===== src/logic/mcanc_pkg.sv =====
// package: constants and carriers for the autoneg mode control block
package mcanc_pkg;
	// ------------------------------------------------------------
	// register map and fields
	// ------------------------------------------------------------
	localparam logic [4:0]  REG28_IDX      = 5'h1c;
	localparam logic [4:0]  STAT_IDX       = 5'h1d;
	localparam logic [4:0]  REG30_IDX      = 5'h1e;
	localparam logic [4:0]  REG31_IDX      = 5'h1f;
	localparam int          R28_BACKUP     = 1;
	localparam int          R28_CU_LVL     = 2;
	localparam int          R28_FO_LVL     = 4;
	localparam int          R30_ADV_HALF_N = 15;
	localparam int          R30_AN_DIS     = 14;
	localparam int          R30_LIW        = 12;
	localparam int          R30_PASS_N     = 11;
	localparam int          R30_ADV_FULL_N = 10;
	localparam int          R30_SEL10      = 8;
	localparam int          R30_SINGLE     = 0;
	localparam int          R31_PWR_DOWN   = 15;
	localparam int          R31_FO_OFF     = 14;
	localparam int          R31_CU_OFF     = 13;
	localparam logic [15:0] REG_RST        = 16'h0000;
	// ------------------------------------------------------------
	// timing
	// ------------------------------------------------------------
	localparam int          CLK_PERIOD_NS  = 100;
	localparam int          LATCH_MIN_NS   = 3000;
	localparam logic [5:0]  LATCH_CYC      = 6'((LATCH_MIN_NS + CLK_PERIOD_NS - 1) / CLK_PERIOD_NS);
	localparam int          FLP_TO_US      = 50000;
	localparam logic [19:0] FLP_TO_CYC     = 20'(FLP_TO_US * 1000 / CLK_PERIOD_NS);
	// ------------------------------------------------------------
	// types
	// ------------------------------------------------------------
	typedef enum logic [1:0] {LVL_LOW = 2'h0, LVL_MID = 2'h1, LVL_HIGH = 2'h2} mcanc_lvl_e;
	typedef enum logic [2:0] {
		MODE_FORCED  = 3'h0,
		MODE_TRANSP  = 3'h1,
		MODE_NONTR   = 3'h2,
		MODE_NONT_HD = 3'h3,
		MODE_SPECIAL = 3'h4
	} mcanc_mode_e;
	// abilities: [3] 100 full, [2] 100 half, [1] 10 full, [0] 10 half
	typedef struct packed {
		logic       cu_sig;
		logic       fo_sig;
		logic       cu_flp;
		logic       fo_flp;
		logic       cu_spd100;
		logic       fo_spd100;
		logic [3:0] cu_abil;
	} mcanc_lnk_s;
	typedef struct packed {
		logic       cu_tx_en;
		logic       cu_tx_100;
		logic       fo_tx_en;
		logic       fo_tx_100;
		logic       flp_gen;
		logic [3:0] flp_abil;
		logic       relay_en;
		logic       liw_en;
		logic       res_valid;
		logic [1:0] res_abil;
	} mcanc_phy_s;
	typedef struct packed {
		logic copper_input_speed_ind;
		logic fiber_input_speed_ind;
		logic copper_neg_indicator;
		logic fiber_neg_indicator;
	} mcanc_ind_s;
endpackage : mcanc_pkg


===== src/logic/mcanc_top.sv =====
// module: autoneg mode control of the copper/fiber converter
//
// Added by the designer: the address map and strobed register access.
`timescale 1ns/1ps
`default_nettype none
module mcanc_top #(
	parameter logic [19:0] FLP_TIMEOUT = mcanc_pkg::FLP_TO_CYC
) (
	// clock, reset, enable
	input  wire logic                 ref_clk,
	input  wire logic                 resetn,
	input  wire logic                 clk_en,
	// register port
	input  wire logic [4:0]           reg_addr,
	input  wire logic [15:0]          reg_wdata,
	input  wire logic                 reg_wr,
	input  wire logic                 reg_rd,
	output var  logic [15:0]          reg_rdata,
	// configuration and control pins
	input  wire mcanc_pkg::mcanc_lvl_e speed_lvl,
	input  wire mcanc_pkg::mcanc_lvl_e duplex_lvl,
	input  wire logic [1:0]           copper_port_level_select,
	input  wire logic [1:0]           fiber_port_level_select,
	input  wire logic [1:0]           addr_hi_warn_pin,
	input  wire logic [1:0]           addr_mid_pin,
	input  wire logic [1:0]           addr_low_pin,
	input  wire logic                 copper_output_off_n,
	input  wire logic                 fiber_output_off_n,
	input  wire logic                 power_down_n,
	input  wire logic                 backup_link_pin_i,
	output var  logic                 backup_link_pin_o,
	output var  logic                 backup_link_pin_oe_n,
	output var  logic [5:0]           phy_addr,
	// line side
	input  wire mcanc_pkg::mcanc_lnk_s lnk,
	output var  mcanc_pkg::mcanc_phy_s phy,
	output var  mcanc_pkg::mcanc_ind_s ind
);
	// ------------------------------------------------------------
	// state
	// ------------------------------------------------------------
	typedef struct packed {
		logic [15:0]            r28;
		logic [15:0]            r30;
		logic [15:0]            r31;
		logic [15:0]            rdata;
		logic [5:0]             lcnt;
		logic                   latched;
		logic [19:0]            cu_cnt;
		logic [19:0]            fo_cnt;
		mcanc_pkg::mcanc_mode_e mode;
		mcanc_pkg::mcanc_phy_s  phy;
		mcanc_pkg::mcanc_ind_s  ind;
		logic [5:0]             addr;
		logic                   bk_o;
		logic                   bk_oe_n;
	} mcanc_st_s;

	localparam mcanc_st_s ST_RST = '{
		r28: mcanc_pkg::REG_RST, r30: mcanc_pkg::REG_RST, r31: mcanc_pkg::REG_RST,
		rdata: 16'h0000, lcnt: 6'h00, latched: 1'b0, cu_cnt: 20'h00000, fo_cnt: 20'h00000,
		mode: mcanc_pkg::MODE_TRANSP, phy: '0, ind: '0, addr: 6'h00,
		bk_o: 1'b0, bk_oe_n: 1'b1};

	mcanc_st_s  st_q;
	mcanc_st_s  st_d;
	logic [1:0] rst_sync_q;
	logic       rst_n_s;

	// highest common ability, rank 100 full down to 10 half
	function automatic logic [2:0] mcanc_best(input logic [3:0] a, input logic [3:0] b);
		logic [3:0] c;
		c = a & b;
		if (c[3])
			mcanc_best = 3'h7;
		else if (c[2])
			mcanc_best = 3'h6;
		else if (c[1])
			mcanc_best = 3'h5;
		else if (c[0])
			mcanc_best = 3'h4;
		else
			mcanc_best = 3'h0;
	endfunction : mcanc_best

	// ------------------------------------------------------------
	// reset release
	// ------------------------------------------------------------
	always_ff @(posedge ref_clk or negedge resetn)
	begin
		if (!resetn)
			rst_sync_q <= 2'b00;
		else
			rst_sync_q <= {rst_sync_q[0], 1'b1};
	end
	assign rst_n_s = rst_sync_q[1];

	// ------------------------------------------------------------
	// next state
	// ------------------------------------------------------------
	always_comb
	begin
		logic        both_spd;
		logic        cu_cap;
		logic        fo_cap;
		logic        pd;
		logic [3:0]  adv;
		logic [2:0]  best;
		both_spd = 1'b0;
		cu_cap   = 1'b0;
		fo_cap   = 1'b0;
		pd       = 1'b0;
		adv      = 4'h0;
		best     = 3'h0;
		st_d     = st_q;
		// address pins are never latched, live except in hardware power down, which clears them to 0
		st_d.addr = {addr_hi_warn_pin, addr_mid_pin, addr_low_pin};
		if (!st_q.latched)
		begin
			st_d.lcnt = st_q.lcnt + 6'h01;
			if (st_q.lcnt == mcanc_pkg::LATCH_CYC - 6'h01)
			begin
				// pins decoded into registers once per reset or power-down release
				st_d.latched = 1'b1;
				st_d.r28[mcanc_pkg::R28_BACKUP] = backup_link_pin_i;
				st_d.r28[mcanc_pkg::R28_CU_LVL +: 2] = copper_port_level_select;
				st_d.r28[mcanc_pkg::R28_FO_LVL +: 2] = fiber_port_level_select;
				st_d.r30[mcanc_pkg::R30_LIW] = (addr_hi_warn_pin != 2'h0);
				st_d.r30[mcanc_pkg::R30_AN_DIS] = (speed_lvl != mcanc_pkg::LVL_MID);
				st_d.r30[mcanc_pkg::R30_SINGLE] = (speed_lvl != mcanc_pkg::LVL_MID);
				st_d.r30[mcanc_pkg::R30_SEL10] = (speed_lvl == mcanc_pkg::LVL_LOW);
				st_d.r30[mcanc_pkg::R30_PASS_N] = (duplex_lvl != mcanc_pkg::LVL_MID);
				st_d.r30[mcanc_pkg::R30_ADV_HALF_N] = 1'b0;
				st_d.r30[mcanc_pkg::R30_ADV_FULL_N] = (duplex_lvl == mcanc_pkg::LVL_LOW);
			end
		end
		// register writes override latched values, also in the latch cycle
		if (reg_wr)
		begin
			case (reg_addr)
				mcanc_pkg::REG28_IDX: st_d.r28 = reg_wdata;
				mcanc_pkg::REG30_IDX: st_d.r30 = reg_wdata;
				mcanc_pkg::REG31_IDX: st_d.r31 = reg_wdata;
				default: ;
			endcase
		end
		// partner capability: a burst seen within the timeout window
		if (lnk.cu_flp)
			st_d.cu_cnt = FLP_TIMEOUT;
		else if (st_q.cu_cnt != 20'h00000)
			st_d.cu_cnt = st_q.cu_cnt - 20'h00001;
		if (lnk.fo_flp)
			st_d.fo_cnt = FLP_TIMEOUT;
		else if (st_q.fo_cnt != 20'h00000)
			st_d.fo_cnt = st_q.fo_cnt - 20'h00001;
		cu_cap = (st_q.cu_cnt != 20'h00000);
		fo_cap = (st_q.fo_cnt != 20'h00000);
		both_spd = !st_q.r30[mcanc_pkg::R30_AN_DIS] && !st_q.r30[mcanc_pkg::R30_SINGLE];
		// mode selection
		if (!both_spd)
			st_d.mode = mcanc_pkg::MODE_FORCED;
		else if (!st_q.r30[mcanc_pkg::R30_PASS_N])
			st_d.mode = mcanc_pkg::MODE_TRANSP;
		else if (cu_cap && fo_cap)
			st_d.mode = mcanc_pkg::MODE_SPECIAL;
		else if (cu_cap && st_q.r30[mcanc_pkg::R30_ADV_FULL_N])
			st_d.mode = mcanc_pkg::MODE_NONT_HD;
		else if (cu_cap)
			st_d.mode = mcanc_pkg::MODE_NONTR;
		else
			st_d.mode = mcanc_pkg::MODE_TRANSP;
		// own abilities: detected fiber speed and selected duplex only
		adv[0] = !lnk.fo_spd100 && !st_q.r30[mcanc_pkg::R30_ADV_HALF_N];
		adv[1] = !lnk.fo_spd100 && !st_q.r30[mcanc_pkg::R30_ADV_FULL_N];
		adv[2] = lnk.fo_spd100 && !st_q.r30[mcanc_pkg::R30_ADV_HALF_N];
		adv[3] = lnk.fo_spd100 && !st_q.r30[mcanc_pkg::R30_ADV_FULL_N];
		st_d.phy = '0;
		// data paths are separate and duplex-agnostic in every mode
		st_d.phy.fo_tx_100 = lnk.cu_spd100;
		st_d.phy.cu_tx_100 = lnk.fo_spd100;
		case (st_q.mode)
			mcanc_pkg::MODE_NONTR, mcanc_pkg::MODE_NONT_HD:
			begin
				st_d.phy.cu_tx_en = lnk.cu_sig && lnk.fo_sig;
				st_d.phy.fo_tx_en = 1'b1;
				st_d.phy.flp_gen  = cu_cap && !fo_cap;
				if (st_q.mode == mcanc_pkg::MODE_NONT_HD)
					st_d.phy.flp_abil = adv & 4'h5;
				else
					st_d.phy.flp_abil = adv;
				best = mcanc_best(st_d.phy.flp_abil, lnk.cu_abil);
			end
			mcanc_pkg::MODE_TRANSP, mcanc_pkg::MODE_SPECIAL:
			begin
				st_d.phy.cu_tx_en = lnk.fo_sig;
				st_d.phy.fo_tx_en = lnk.cu_sig;
				st_d.phy.relay_en = 1'b1;
			end
			mcanc_pkg::MODE_FORCED:
			begin
				st_d.phy.cu_tx_en = lnk.fo_sig;
				st_d.phy.fo_tx_en = lnk.cu_sig;
				st_d.phy.liw_en   = st_q.r30[mcanc_pkg::R30_LIW];
			end
			default:
			begin
				st_d.phy.cu_tx_en = 1'b0;
				st_d.phy.fo_tx_en = 1'b0;
			end
		endcase
		st_d.phy.res_valid = best[2];
		st_d.phy.res_abil  = best[1:0];
		// output-off pins and bits act in every mode
		if (!copper_output_off_n || st_q.r31[mcanc_pkg::R31_CU_OFF])
			st_d.phy.cu_tx_en = 1'b0;
		if (!fiber_output_off_n || st_q.r31[mcanc_pkg::R31_FO_OFF])
			st_d.phy.fo_tx_en = 1'b0;
		// soft power down keeps registers, indicators and backup pin running, silences the phy outputs
		pd = st_q.r31[mcanc_pkg::R31_PWR_DOWN] || !st_q.latched;
		if (pd)
			st_d.phy = '0;
		st_d.ind.copper_input_speed_ind = lnk.cu_spd100 && lnk.cu_sig;
		st_d.ind.fiber_input_speed_ind  = lnk.fo_spd100 && lnk.fo_sig;
		st_d.ind.copper_neg_indicator   = cu_cap;
		st_d.ind.fiber_neg_indicator    = fo_cap;
		// backup pin turns into an output once its strap is taken
		st_d.bk_oe_n = !st_q.latched;
		st_d.bk_o    = lnk.fo_sig;
		// read data valid only in the cycle after the strobe
		st_d.rdata = 16'h0000;
		if (reg_rd)
		begin
			case (reg_addr)
				mcanc_pkg::REG28_IDX: st_d.rdata = st_q.r28;
				mcanc_pkg::REG30_IDX: st_d.rdata = st_q.r30;
				mcanc_pkg::REG31_IDX: st_d.rdata = st_q.r31;
				mcanc_pkg::STAT_IDX:
					st_d.rdata = {6'h00, st_q.phy.res_valid, st_q.phy.res_abil,
						st_q.phy.flp_gen, fo_cap, cu_cap, st_q.latched, st_q.mode};
				default: st_d.rdata = 16'h0000;
			endcase
		end
		// hardware power down: everything back to reset, relatch on release
		if (!power_down_n)
			st_d = ST_RST;
	end

	always_ff @(posedge ref_clk or negedge rst_n_s)
	begin
		if (!rst_n_s)
			st_q <= ST_RST;
		else if (clk_en)
			st_q <= st_d;
	end

	assign reg_rdata            = st_q.rdata;
	assign phy                  = st_q.phy;
	assign ind                  = st_q.ind;
	assign phy_addr             = st_q.addr;
	assign backup_link_pin_o    = st_q.bk_o;
	assign backup_link_pin_oe_n = st_q.bk_oe_n;

	// ------------------------------------------------------------
	// checks
	// ------------------------------------------------------------
	nontr_cu_gate_a: assert property (@(posedge ref_clk) disable iff (!rst_n_s)
		(clk_en && (st_q.mode == mcanc_pkg::MODE_NONTR) && !(lnk.cu_sig && lnk.fo_sig))
		|=> !phy.cu_tx_en)
		else $error("copper output on before both signals detected");
	nontr_fo_on_a: assert property (@(posedge ref_clk) disable iff (!rst_n_s)
		(clk_en && (st_q.mode == mcanc_pkg::MODE_NONTR) && fiber_output_off_n && power_down_n
		&& !st_q.r31[mcanc_pkg::R31_FO_OFF] && !st_q.r31[mcanc_pkg::R31_PWR_DOWN])
		|=> phy.fo_tx_en)
		else $error("fiber output off in non-transparent mode");
	flp_stop_a: assert property (@(posedge ref_clk) disable iff (!rst_n_s)
		phy.flp_gen |-> (st_q.cu_cnt != 20'h00000) || $past(st_q.cu_cnt) != 20'h00000)
		else $error("own bursts without copper bursts");
	hd_only_a: assert property (@(posedge ref_clk) disable iff (!rst_n_s)
		(clk_en && (st_q.mode == mcanc_pkg::MODE_NONT_HD)) |=> (phy.flp_abil[3] == 1'b0
		&& phy.flp_abil[1] == 1'b0))
		else $error("full duplex advertised in half-duplex variant");
	liw_off_a: assert property (@(posedge ref_clk) disable iff (!rst_n_s)
		(clk_en && (st_q.mode != mcanc_pkg::MODE_FORCED)) |=> !phy.liw_en)
		else $error("warning enabled outside forced mode");
	transp_relay_a: assert property (@(posedge ref_clk) disable iff (!rst_n_s)
		phy.relay_en |-> !phy.flp_gen && phy.flp_abil == 4'h0)
		else $error("own content while relaying");
	fo_supp_a: assert property (@(posedge ref_clk) disable iff (!rst_n_s)
		(clk_en && lnk.fo_flp) ##1 clk_en |=> !phy.flp_gen)
		else $error("own bursts despite fiber bursts");
	res_best_a: assert property (@(posedge ref_clk) disable iff (!rst_n_s)
		(clk_en && (st_q.mode == mcanc_pkg::MODE_NONTR) && lnk.fo_spd100
		&& !st_q.r30[mcanc_pkg::R30_ADV_FULL_N] && lnk.cu_abil[3] && !st_q.r30[mcanc_pkg::R30_PASS_N]
		== 1'b0 && power_down_n && !st_q.r31[mcanc_pkg::R31_PWR_DOWN])
		|=> phy.res_valid && phy.res_abil == 2'h3)
		else $error("resolution missed highest common ability");
	latch_time_a: assert property (@(posedge ref_clk) disable iff (!rst_n_s)
		$rose(st_q.latched) |-> $past(st_q.lcnt) == mcanc_pkg::LATCH_CYC - 6'h01)
		else $error("pins latched at wrong time");
	bk_drive_a: assert property (@(posedge ref_clk) disable iff (!rst_n_s)
		st_q.latched |-> !backup_link_pin_oe_n || $rose(st_q.latched))
		else $error("backup pin not driven after latch");
	nontr_seen_c: cover property (@(posedge ref_clk) disable iff (!rst_n_s)
		st_q.mode == mcanc_pkg::MODE_NONTR && phy.flp_gen);
	special_seen_c: cover property (@(posedge ref_clk) disable iff (!rst_n_s)
		st_q.mode == mcanc_pkg::MODE_SPECIAL);
	hd_seen_c: cover property (@(posedge ref_clk) disable iff (!rst_n_s)
		st_q.mode == mcanc_pkg::MODE_NONT_HD && phy.flp_gen);
endmodule : mcanc_top
`default_nettype wire


===== config.mk =====
export PLATFORM = sky130hd
export DESIGN_NAME = mcanc_top
export DESIGN_NICKNAME = d
export VERILOG_FILES = /design/src/logic/mcanc_pkg.sv /design/src/logic/mcanc_top.sv
export SDC_FILE = /design/constraint.sdc
export NUM_CORES = 1
export LEC_CHECK = 0
export BUFFER_PORTS_ARGS = -buffer_cell sky130_fd_sc_hd__buf_4
export CAP_MARGIN = 20
export CORE_MARGIN = 10
export CORE_UTILIZATION = 55
export DETAILED_ROUTE_END_ITERATION = 8
export GPL_TIMING_DRIVEN = 0
export PLACE_DENSITY_LB_ADDON = 0.2
export SYNTH_ARGS = -nofsm -noshare
export SYNTH_HDL_FRONTEND = slang
export SYNTH_SLANG_ARGS = --single-unit

===== constraint.sdc =====
create_clock -name ref_clk -period 4.8 [get_ports ref_clk]
set_input_delay 0.48 -clock ref_clk [delete_from_list [all_inputs] [get_ports ref_clk]]
set_output_delay 0.48 -clock ref_clk [all_outputs]
set_load 0.01 [all_outputs]

==> impl_metrics.tcl <==
set metrics [dict create \
    skew_ns 0.00550 \
    ys.warnings.count 0 \
    synth.distinct_cells 65 \
    n_antenna_cell 0 \
    worst_pin_slew_ns 0.888 \
    period_share_pct 59.9 \
    cts-resized-gates 0 \
    drive_above_1_share_pct 20.0 \
    drtAntennaViolNets 0 \
    antenna_found_initial 0 \
    cts_setup_buffers 0 \
    rr_endpoint "st_q[63]" \
    grt_usage_pct 24.4 \
    synth-simple-area-share_pct 16.1 \
    first_global_vias 6936 \
    synthFlopType "dfrtp_1" \
    core-area_um2 13300 \
    clk_latency_ns 0.43 \
    fin_tns_setup_ns 0 \
    finalCriticalPeriod_ns 2.87 \
    timing.rr.start "st_q[49]" \
    seq_area_frac_synth_pct 47.2 \
    vias 6906 \
    synth_edf_count 0 \
    hp-class "register to async pin" \
    power.density_nw_per_um2 366 \
    area_growth_pct 20.2 \
    critPathCaptureType "register" \
    power_w 0.00332 \
    synthAdderAreaFrac_pct 0.664 \
    cts-hold-fix-buffers 1 \
    drt_wl_total_um 22700 \
    cts_tree "built" \
    die-area_um2 18800 \
    layout_common_cells "dfrtp_1 (139), buf_4 (133), o21ai_0 (76)" \
    ir_worst_vdd_mv 0.250 \
    start_util_pct 56.5 \
    grt_setup_unrepaired "no" \
    grt_max_degree 66 \
    worst-r2r-cell-count 7 \
    numClockSinks 142 \
    overflow 0 \
    clockBufferDepth 2 \
    fmax_mhz 348 \
    layout_commonest_cell "dfrtp_1" \
    pin_count 96 \
    r2r_slack_ns 1.93 \
    synth_fp_nets 849 \
    synth_top_family_by_area "compound AO/OA/AOI/OAI gates" \
    hpwl_um 16300 \
    gp_congestion 0.939 \
    grt_pass1_wl_um 36300 \
    drc 0 \
    holdWs_ns 0.245 \
    nets 964 \
    critical_path_required_ns 5.07 \
    cp.arrival_ns 3.15 \
    cp-start-kind "register" \
    maxSlewHeadroom_pct 40.7 \
    setup_viol_count_final 0 \
    status "complete, no violations" \
    crit_path_max_fanout 9 \
    firstDrtPassIters 5 \
    cts.htree.levels 4 \
    die_width_um 137 \
    synthMuxAreaShare_pct 4.03 \
    synth_compound_area_share_pct 21.6 \
    fin_area_um2 9060 \
    syn_inst 791 \
    synth-async-reset-ratio_pct 100 \
    slew_violations 0 \
    vias_per_cell 6.31 \
    placed_area_um2 8520 \
    drt-initial-drc-count 668 \
    cts_buffers 17 \
    clock-root-buffer "clkbuf_16" \
    final_hold_viol_count 0 \
    syn_area_um2 7540 \
    fp.dieH_um 137 \
    path_class "register to register" \
    num_rows 42 \
    port_buffers 93 \
    cap_violations 0 \
    ys_ff_latch 142 \
    clk_pin_slew_ns 0.06 \
    avgRoutedWirePerCell_um 20.7 \
    syn_avg_cell_area_um2 9.53 \
    p_leak_nw 4.08 \
    synth_xor_xnor_area_share_pct 1.98 \
]
-- cell usage after synthesis, drive strengths merged, types with 5 or more instances --
master | instances | area [µm²]
a21oi | 33 | 165
a22o | 30 | 263
a22oi | 9 | 67.6
a32o | 5 | 50.1
and3 | 13 | 81.3
buf | 44 | 315
clkbuf | 49 | 184
dfrtp | 140 | 3500
inv | 33 | 124
mux2i | 9 | 90.1
mux4 | 9 | 203
nand2 | 69 | 259
nand2b | 5 | 31.3
nand3 | 40 | 200
nand4 | 9 | 56.3
nand4b | 6 | 52.6
nor2 | 42 | 158
nor2b | 5 | 31.3
nor3 | 21 | 105
nor4 | 6 | 37.5
o2111ai | 11 | 96.3
o211ai | 5 | 37.5
o21ai | 78 | 390
o2bb2ai | 22 | 193
o31ai | 7 | 52.6
or3 | 5 | 31.3
or4 | 8 | 67.6
xor2 | 15 | 131
-- worst max path at each step --
stage,startpoint,endpoint,cells after the start
after global placement,rst_sync_q[1],phy[10],0
after CTS,st_q[49],st_q[63],7
after detailed placement,reg_wr,st_q[117],7
after global routing,st_q[49],st_q[66],7
final,st_q[49],st_q[63],7
after floorplan,rst_sync_q[1],backup_link_pin_o,0
-- flip-flops by register name, summed over array words and instances (netlist names) --
register              flops
st_q                     98
reg_rdata                16
phy                      14
phy_addr                  6
ind                       4
rst_sync_q                2
backup_link_pin_o         1
backup_link_pin_oe_n      1
-- power breakdown --
part / internal (W) / switching [W]
Sequential: 0.00131 / 0.000123
Clock: 0.000733 / 0.000486
Combinational: 0.000265 / 0.000392
Total: 0.00231 / 0.00100
-- cell families (layout without fill, tap and decap cells) --
group / after synthesis / in the layout
other cells: 1 / 1
mux: 19 / 19
compound gates: 238 / 238
simple gates: 242 / 242
xor+xnor: 17 / 17
fa+ha+maj: 4 / 4
buf+inv: 128 / 256
flops: 142 / 142
-- metrics by stage --
| stage | setup WS [ns] | util, % | cells |
|---|---|---|---|
| finish | 1.93 | 67.9 | 1095 |
| global route | 1.66 | 67.9 | 1095 |
| CTS | 1.99 | 67.9 | 1095 |
| detailed placement | 1.86 | 63.8 | 1062 |
| global placement | -0.983 | 63.4 | 1060 |
| floorplan | 0.554 | - | 791 |
-- final cells by class --
type / count / area (µm²)
clock inverters: 8 / 67.6
well taps: 176 / 220
clock buffers: 24 / 472
fillers: 1061 / 4280
multi-input cells: 521 / 3350
repair buffers: 96 / 763
inverters: 35 / 131
plain buffers: 93 / 499
flip-flops and latches: 142 / 3560
-- worst max-delay path, stage by stage (launching register included) --
cell	delay, ns
dfrtp_1	0.40
inv_1	0.10
ha_1	0.22
nor4b_2	0.65
nand4_1	0.44
o21ai_1	0.64
or4_1	0.21
a21oi_1	0.07
-- routing by layer --
layer / GRT usage, % / vias up / share of wire (%)
met5: 0 / - / 0
met4: 12.1 / 0 / 3.9
met3: 5.21 / 76 / 9.0
met2: 39.6 / 415 / 48
met1: 30.3 / 3313 / 39
li1: - / 3102 / -
No activity file was read; power rests on OpenSTA's default activity.
